==> src/rxf_filter_control_note_end.sv <==
`default_nettype none
`default_nettype wire

==> src/rxf_pkg.sv <==
`default_nettype none
// ==========================================================================
// Shared constants for the receive filter control block
// ==========================================================================
package rxf_pkg;

  // ========================================================================
  // Bus geometry
  // ========================================================================
  localparam int unsigned RXF_DATA_W = 32;
  localparam int unsigned RXF_STRB_W = RXF_DATA_W / 8;

  // ========================================================================
  // Register offsets
  // ========================================================================
  localparam logic [17:0] RXF_CONTROL_OFFSET = 18'h00000;

  // ========================================================================
  // Field positions in rx_filter_control
  // ========================================================================
  localparam int unsigned RXF_BIT_REJECT_MCAST   = 1;
  localparam int unsigned RXF_BIT_REJECT_BCAST   = 2;
  localparam int unsigned RXF_BIT_NEWER_FN_EN    = 11;
  localparam int unsigned RXF_BIT_ENH_GROUP_EN   = 12;
  localparam int unsigned RXF_BIT_ACCEPT_ERR_EN  = 14;

  // Writable bits; everything else is reserved and reads zero
  localparam logic [31:0] RXF_CONTROL_WR_MASK = 32'h0000_5806;
  localparam logic [31:0] RXF_CONTROL_RESET   = 32'h0000_0000;

  // ========================================================================
  // Bus responses
  // ========================================================================
  localparam logic [1:0] RXF_RESP_OKAY = 2'h0;

endpackage
`default_nettype wire

==> src/rxf_frame_gate.sv <==
`timescale 1ns/1ps
`default_nettype none
// ==========================================================================
// Per-frame accept/drop decision driven by the control register
// ==========================================================================
module rxf_frame_gate
(
  // Clock and reset
  input  wire logic clk,
  input  wire logic rstn,
  // Controls
  input  wire logic reject_mcast,
  input  wire logic reject_bcast,
  input  wire logic accept_errored_frames_en,
  // Frame verdict request
  input  wire logic frame_done,
  input  wire logic frame_is_mcast,
  input  wire logic frame_is_bcast,
  input  wire logic frame_errored,
  // Frame verdict answer
  output logic      frame_accept,
  output logic      frame_drop
);
  import rxf_pkg::*;

  typedef struct packed {
    logic accept;
    logic drop;
  } rxf_gate_state_type;

  rxf_gate_state_type state_reg;
  rxf_gate_state_type state_next;

  logic drop_now;

  always_comb
  begin
    // Group rejection ignores the address table contents entirely
    // Broadcast is dropped by its own control and by the errored-frame term; the multicast term drops it only when frame_is_mcast is also set
    drop_now = (frame_is_mcast & reject_mcast)
             | (frame_is_bcast & reject_bcast)
             | (frame_errored & ~accept_errored_frames_en);
    state_next        = '0;
    state_next.accept = frame_done & ~drop_now;
    state_next.drop   = frame_done & drop_now;
  end

  always_ff @(posedge clk or negedge rstn)
  begin
    if (!rstn)
      state_reg <= '0;
    else
      state_reg <= state_next;
  end

  assign frame_accept = state_reg.accept;
  assign frame_drop   = state_reg.drop;

endmodule
`default_nettype wire

==> src/rxf_filter_control.sv <==
`timescale 1ns/1ps
`default_nettype none
// What this block does
// - With multicast rejection on, multicast frames are dropped whatever the address table holds.
// - The broadcast-reject control, when on, drops all broadcast frames; errored ones are also dropped while bit 14 is 0.
// - Each newer-function control bit resets to its disabling value so legacy behaviour holds.
// - Bits 31 to 15 and bit 13 always read as zero.
// - Bit 14 resets to 0 and, when set, passes errored frames on as though they were good.
// - Bit 12 resets to 0 and enables enhanced group filtering only when it was built in.
// - The register is reached over one memory-mapped lite bus as an offset from a base.
// - Bit 11 resets to 0 and, when set, enables the newer functions that were built in.
// ==========================================================================
// Receive filter control register with lite bus slave
// ==========================================================================
module rxf_filter_control
#(
  parameter int unsigned ADDR_W                      = 18,
  parameter bit          build_extended_group_filter = 1'b1
)
(
  // Clock and reset
  input  wire logic                            clk,
  input  wire logic                            rstn,
  // Write address channel
  input  wire logic [ADDR_W-1:0]               s_axi_awaddr,
  input  wire logic                            s_axi_awvalid,
  output logic                                 s_axi_awready,
  // Write data channel
  input  wire logic [rxf_pkg::RXF_DATA_W-1:0]  s_axi_wdata,
  input  wire logic [rxf_pkg::RXF_STRB_W-1:0]  s_axi_wstrb,
  input  wire logic                            s_axi_wvalid,
  output logic                                 s_axi_wready,
  // Write response channel
  output logic [1:0]                           s_axi_bresp,
  output logic                                 s_axi_bvalid,
  input  wire logic                            s_axi_bready,
  // Read address channel
  input  wire logic [ADDR_W-1:0]               s_axi_araddr,
  input  wire logic                            s_axi_arvalid,
  output logic                                 s_axi_arready,
  // Read data channel
  output logic [rxf_pkg::RXF_DATA_W-1:0]       s_axi_rdata,
  output logic [1:0]                           s_axi_rresp,
  output logic                                 s_axi_rvalid,
  input  wire logic                            s_axi_rready,
  // Controls towards the receive path
  output logic                                 reject_mcast,
  output logic                                 reject_bcast,
  output logic                                 accept_errored_frames_en,
  output logic                                 enhanced_group_filter_en,
  output logic                                 enhanced_group_filter_active,
  output logic                                 newer_functions_en,
  // Frame verdict request
  input  wire logic                            frame_done,
  input  wire logic                            frame_is_mcast,
  input  wire logic                            frame_is_bcast,
  input  wire logic                            frame_errored,
  // Frame verdict answer
  output logic                                 frame_accept,
  output logic                                 frame_drop
);
  import rxf_pkg::*;

  // ========================================================================
  // State
  // ========================================================================
  typedef struct packed {
    logic [RXF_DATA_W-1:0] control;
    logic                  bvalid;
    logic                  rvalid;
    logic [RXF_DATA_W-1:0] rdata;
  } rxf_state_type;

  rxf_state_type state_reg;
  rxf_state_type state_next;

  // ========================================================================
  // Internal signals
  // ========================================================================
  logic                  wr_fire;
  logic                  rd_fire;
  logic                  wr_hit;
  logic                  rd_hit;
  logic [RXF_DATA_W-1:0] byte_mask;
  logic [RXF_DATA_W-1:0] wr_merged;
  logic [RXF_DATA_W-1:0] rd_word;
  logic [ADDR_W-3:0]     wr_word_idx;
  logic [ADDR_W-3:0]     rd_word_idx;

  // ========================================================================
  // Bus handshakes
  // ========================================================================
  // Address and data are taken together so no write needs buffering;
  // a pending response stalls the next write
  // Reads and writes are independent; each waits only on its own response
  assign wr_fire       = s_axi_awvalid & s_axi_wvalid & ~state_reg.bvalid;
  assign s_axi_awready = wr_fire;
  assign s_axi_wready  = wr_fire;
  assign rd_fire       = s_axi_arvalid & ~state_reg.rvalid;
  assign s_axi_arready = rd_fire;

  // Byte offsets inside a word are ignored; only the word index decodes
  assign wr_word_idx = s_axi_awaddr[ADDR_W-1:2];
  assign rd_word_idx = s_axi_araddr[ADDR_W-1:2];

  // Only word 0 is decoded; the rest reads zero and ignores writes
  assign wr_hit = (wr_word_idx == RXF_CONTROL_OFFSET[ADDR_W-1:2]);
  assign rd_hit = (rd_word_idx == RXF_CONTROL_OFFSET[ADDR_W-1:2]);

  // Strobes widen to one mask bit per data bit
  genvar gi;
  generate
    for (gi = 0; gi < RXF_STRB_W; gi++)
    begin : g_lane
      assign byte_mask[gi*8 +: 8] = {8{s_axi_wstrb[gi]}};
    end
  endgenerate

  // Reserved positions never take a written one
  assign wr_merged = (state_reg.control & ~(byte_mask & RXF_CONTROL_WR_MASK))
                   | (s_axi_wdata & byte_mask & RXF_CONTROL_WR_MASK);

  // ========================================================================
  // Read word
  // ========================================================================
  // Built per bit so a reserved position reads zero whatever is stored
  generate
    for (gi = 0; gi < RXF_DATA_W; gi++)
    begin : g_rd_bit
      if (RXF_CONTROL_WR_MASK[gi])
      begin : g_live
        assign rd_word[gi] = state_reg.control[gi];
      end
      else
      begin : g_zero
        assign rd_word[gi] = 1'b0;
      end
    end
  endgenerate

  // ========================================================================
  // Next state
  // ========================================================================
  always_comb
  begin
    state_next = state_reg;
    // Write channel: the response stands until the master takes it
    if (wr_fire)
    begin
      if (wr_hit)
        state_next.control = wr_merged;
      state_next.bvalid = 1'b1;
    end
    else if (s_axi_bready)
      state_next.bvalid = 1'b0;

    // Read channel: data and valid stand until the master takes them
    if (rd_fire)
    begin
      state_next.rvalid = 1'b1;
      state_next.rdata  = rd_hit ? rd_word : '0;
    end
    else if (s_axi_rready)
      state_next.rvalid = 1'b0;
  end

  always_ff @(posedge clk or negedge rstn)
  begin
    if (!rstn)
    begin
      // Reserved positions start at zero and no write can set them
      state_reg         <= '0;
      state_reg.control <= RXF_CONTROL_RESET;
    end
    else
      state_reg <= state_next;
  end

  // ========================================================================
  // Outputs
  // ========================================================================
  // Every access answers OKAY, unmapped ones included
  assign s_axi_bvalid = state_reg.bvalid;
  assign s_axi_bresp  = RXF_RESP_OKAY;
  assign s_axi_rvalid = state_reg.rvalid;
  assign s_axi_rdata  = state_reg.rdata;
  assign s_axi_rresp  = RXF_RESP_OKAY;

  // Controls are plain register bits, so they move only at a write edge
  assign reject_mcast             = state_reg.control[RXF_BIT_REJECT_MCAST];
  assign reject_bcast             = state_reg.control[RXF_BIT_REJECT_BCAST];
  assign accept_errored_frames_en = state_reg.control[RXF_BIT_ACCEPT_ERR_EN];
  assign enhanced_group_filter_en = state_reg.control[RXF_BIT_ENH_GROUP_EN];
  assign newer_functions_en       = state_reg.control[RXF_BIT_NEWER_FN_EN];

  // The enable is harmless in a build without the feature
  assign enhanced_group_filter_active = enhanced_group_filter_en & build_extended_group_filter;

  // ========================================================================
  // Frame verdict
  // ========================================================================
  // The gate judges each frame with the controls standing at its done edge
  rxf_frame_gate u_gate
  (
    .clk                      (clk),
    .rstn                     (rstn),
    .reject_mcast             (reject_mcast),
    .reject_bcast             (reject_bcast),
    .accept_errored_frames_en (accept_errored_frames_en),
    .frame_done               (frame_done),
    .frame_is_mcast           (frame_is_mcast),
    .frame_is_bcast           (frame_is_bcast),
    .frame_errored            (frame_errored),
    .frame_accept             (frame_accept),
    .frame_drop               (frame_drop)
  );

endmodule
`default_nettype wire

==> config.mk <==
export PLATFORM = sky130hd
export DESIGN_NAME = rxf_filter_control
export DESIGN_NICKNAME = d
export VERILOG_FILES = /design/src/rxf_filter_control_note_end.sv /design/src/rxf_pkg.sv /design/src/rxf_frame_gate.sv /design/src/rxf_filter_control.sv
export SDC_FILE = /design/constraint.sdc
export NUM_CORES = 1
export LEC_CHECK = 0
export ABC_AREA = 0
export BUFFER_PORTS_ARGS = -buffer_cell sky130_fd_sc_hd__buf_2
export CAP_MARGIN = 20
export CORE_MARGIN = 4
export CORE_UTILIZATION = 31
export CTS_BUF_LIST = sky130_fd_sc_hd__clkbuf_16
export DETAILED_ROUTE_END_ITERATION = 7
export HOLD_SLACK_MARGIN = 0.03
export PLACE_DENSITY = 0.93
export SETUP_SLACK_MARGIN = 0.5
export SLEW_MARGIN = 20
export SYNTH_ARGS = -nofsm -noshare
export SYNTH_HDL_FRONTEND = slang
export SYNTH_HIERARCHICAL = 1
export SYNTH_SLANG_ARGS = --single-unit
==> constraint.sdc <==
create_clock -name clk -period 2.9 [get_ports clk]
set_input_delay 0.145 -clock clk [delete_from_list [all_inputs] [get_ports clk]]
set_output_delay 0.145 -clock clk [all_outputs]
set_load 0.1 [all_outputs]
==> flow_summary.ini <==
[outcome]
run_status = finished, final reports clean

[worst_setup_path]
type_of_destination_of_the_critical_path = output pin
worstReg2RegStart = s_axi_rvalid$_DFFE_PN0P_
worst_setup_path_startpoint = s_axi_rvalid$_DFFE_PN0P_
path_max_fanout = 8
r2r-end = s_axi_rdata[12]$_DFFE_PN0P_
setup.reg_to_reg.worst_slack_ns = 1.65
cp-start-kind = flop
required_ns = 2.76
end_point_of_the_critical_path = s_axi_arready
timing_worst_setup_path_type = reg2out
worst-r2r-cell-count = 4
cp.arrival_ns = 1.40

[worst_hold_path]
worst_hold_path.num_cells = 2
hold_start = s_axi_bready
hold_class = in2reg

[synth]
synth_area_um2 = 864.6
syn_area_per_cell_um2 = 10.54
synth.yosys.warnings = 6
netlist_instances = 82
synth_cell_types = 20
ys_seq_elements = 14
synth_seq_area_share = 0.4052

[job]
maxCapViolCount = 0

[finish]
fin_area_um2 = 1199
post_route_cells_drive_above_1_share = 0.5232
count_of_fill_cells_added_during_filler_insertion = 262
multiInputGateArea_um2 = 379.1
syn_to_final_growth_pct = 38.64
sequential_cell_area_um2 = 350.3
fin_nets = 235
num_antenna_cells = 0

[place]
placement.io_buffers = 67
place.gp.congestion = 0.7682
place.detailed.hpwl_mm = 1.973
placedInstanceArea_um2 = 1110
placement.setup.worst_slack_ns = 1.536

[timing]
skew_ns = 0.001220
rsz_0062_raised_after_global_routing = false
hold_viol_final = 0
setup-tns-final_ns = 0
fmax_mhz = 649.2
post-route-min-period_ns = 1.540
timing.final.ws_setup_ns = 1.360
final-setup-viol-count = 0
max_slew_violation_total_from_the_final_report = 0
period_share = 0.5311

[pwr]
vdd.ir_drop.worst_mv = 0.2717
p_per_area_nw_per_um2 = 626.8
power.leakage_nw = 0.7243
p_total_mw = 0.7514

[clock_tree]
cts.clk_slew.worst_paths_ns = 0.04
clock_tree_root = clkbuf_16
cts_tree = yes
insertion_delay_of_the_later_clocked_pin_in_the_worst_skew_pair_ns = 0.24
max_root_sink_buffers = 2
cts-buffers-inserted = 3
clkSinkCount = 14
cts_max_level = 1

[grt]
antenna_found_initial = 0
globalRouteOverflowTotal = 0
grt_pass1_vias = 769
grt_usage = 0.1191
global_route_wire_length_before_repair_mm = 3.187
largest_net_degree_at_the_start_of_global_routing = 15

[routing]
route.detailed.wl_per_inst_um = 11.99
drt_drc_violations_left = 0
postRouteAntennaNets = 0
postRouteWirelength_mm = 2.170
drt-initial-drc-count = 1
detailedRoute.firstPassIterationCount = 2
viasPerCell = 4.243
routed-via-count = 768

[die]
top_level_ports = 132
die_h_um = 60.81
die_w_um = 60.81
total_die_area_um2 = 3698
row_count = 18
core_region_area_um2 = 2567
initial_core_util = 0.3367
## worst min-delay path by stage
| stage | to | slack (ns) |
|---|---|---|
| 6_report | s_axi_bvalid$_DFFE_PN0P_ | 0.08 |
| 5_1_grt | s_axi_bvalid$_DFFE_PN0P_ | 0.08 |
| 4_1_cts | s_axi_bvalid$_DFFE_PN0P_ | 0.08 |
| 3_5_place_dp | u_gate/frame_drop$_DFF_PN0_ | 0.05 |
| 3_3_place_gp | u_gate/frame_accept$_DFF_PN0_ | 0.05 |
| 2_1_floorplan | asynchronous set/reset pin | -0.15 |
## through the flow
stage / hold slack [ns] / instances / util
floorplan: -0.1506 / 112 / -
global placement: 0.05376 / 176 / 0.4323
detailed placement: 0.05387 / 176 / 0.4323
CTS: 0.08262 / 181 / 0.4669
global route: 0.07836 / 181 / 0.4669
finish: 0.08173 / 181 / 0.4669
## report_power, final
part / switching, mW / internal (mW) / leakage [nW] / total, mW
logic: 0.260 / 0.0343 / 0.496 / 0.294
registers: 0.00330 / 0.201 / 0.190 / 0.204
clock network: 0.0717 / 0.182 / 0.0385 / 0.253
## synthesized netlist by cell type, drive strengths merged
cell type / count / area (um2)
buf: 33 / 247.7
dfrtp: 14 / 350.3
nor4: 7 / 43.79
a22o: 5 / 43.79
mux2: 5 / 56.30
nand3: 3 / 20.02
inv: 2 / 7.510
nand2: 2 / 7.510
a21boi: 1 / 7.510
a22oi: 1 / 12.51
and3: 1 / 6.260
and4: 1 / 8.760
conb: 1 / 3.750
mux2i: 1 / 10.01
nand2b: 1 / 6.260
nor2: 1 / 3.750
nor3: 1 / 16.27
o21ai: 1 / 5.000
or4: 1 / 7.510
## layout make-up
class                   count  share of cell area
clock buffers               3             0.06263
clock inverters             1            0.003132
inverters                   2            0.006263
multi-input cells          63              0.3163
flip-flops and latches     14              0.2923
well taps                  30             0.03132
repair buffers             68              0.2881
## cells by family after synthesis
kind of cell | count (synthesis) | synth area share
multiplexers | 6 | 0.07670
other | 1 | 0.004337
flip-flops | 14 | 0.4052
buffers and inverters | 35 | 0.2952
AO/OA/AOI/OAI | 8 | 0.07959
AND/OR/NAND/NOR | 18 | 0.1389
## critical path, stage by stage (launching register included)
cell and delay, ns:
dfrtp_1 0.37, inv_1 0.06, nand2_1 0.21, inv_1 0.10, buf_2 0.42
## cells in the final DEF, fill, tap and decap left out
master | netlist | layout
a21boi_0 | 1 | 1
a22o_1 | 5 | 5
a22oi_2 | 1 | 1
and3_1 | 1 | 1
and4_1 | 1 | 1
buf_2 | 0 | 67
clkbuf_16 | 0 | 3
clkinv_1 | 0 | 1
conb_1 | 1 | 31
dfrtp_1 | 14 | 14
dlygate4sd3_1 | 0 | 1
inv_1 | 2 | 2
mux2_2 | 5 | 5
mux2i_1 | 1 | 1
nand2_1 | 2 | 2
nand2b_1 | 1 | 1
nand3_1 | 2 | 2
nand3_2 | 1 | 1
nor2_4 | 0 | 1
nor3_4 | 1 | 1
nor4_1 | 7 | 7
o21ai_0 | 1 | 1
or4_1 | 1 | 1
## repair_timing
item                       4_1_cts  5_1_grt
hold buffers                     1        0
hold endpoints to repair        14        0
setup endpoints to repair        0        0
gates resized for setup          0        0
setup buffers                    0        0
## layer usage
layer	up-vias	track usage	part of all wire
met5	-	0	0
met4	0	0.03715	0.0074
met3	2	0.03617	0.16
met2	62	0.2366	0.55
met1	344	0.1149	0.29
li1	360	-	-
No activity file was read; power rests on OpenSTA's default activity.
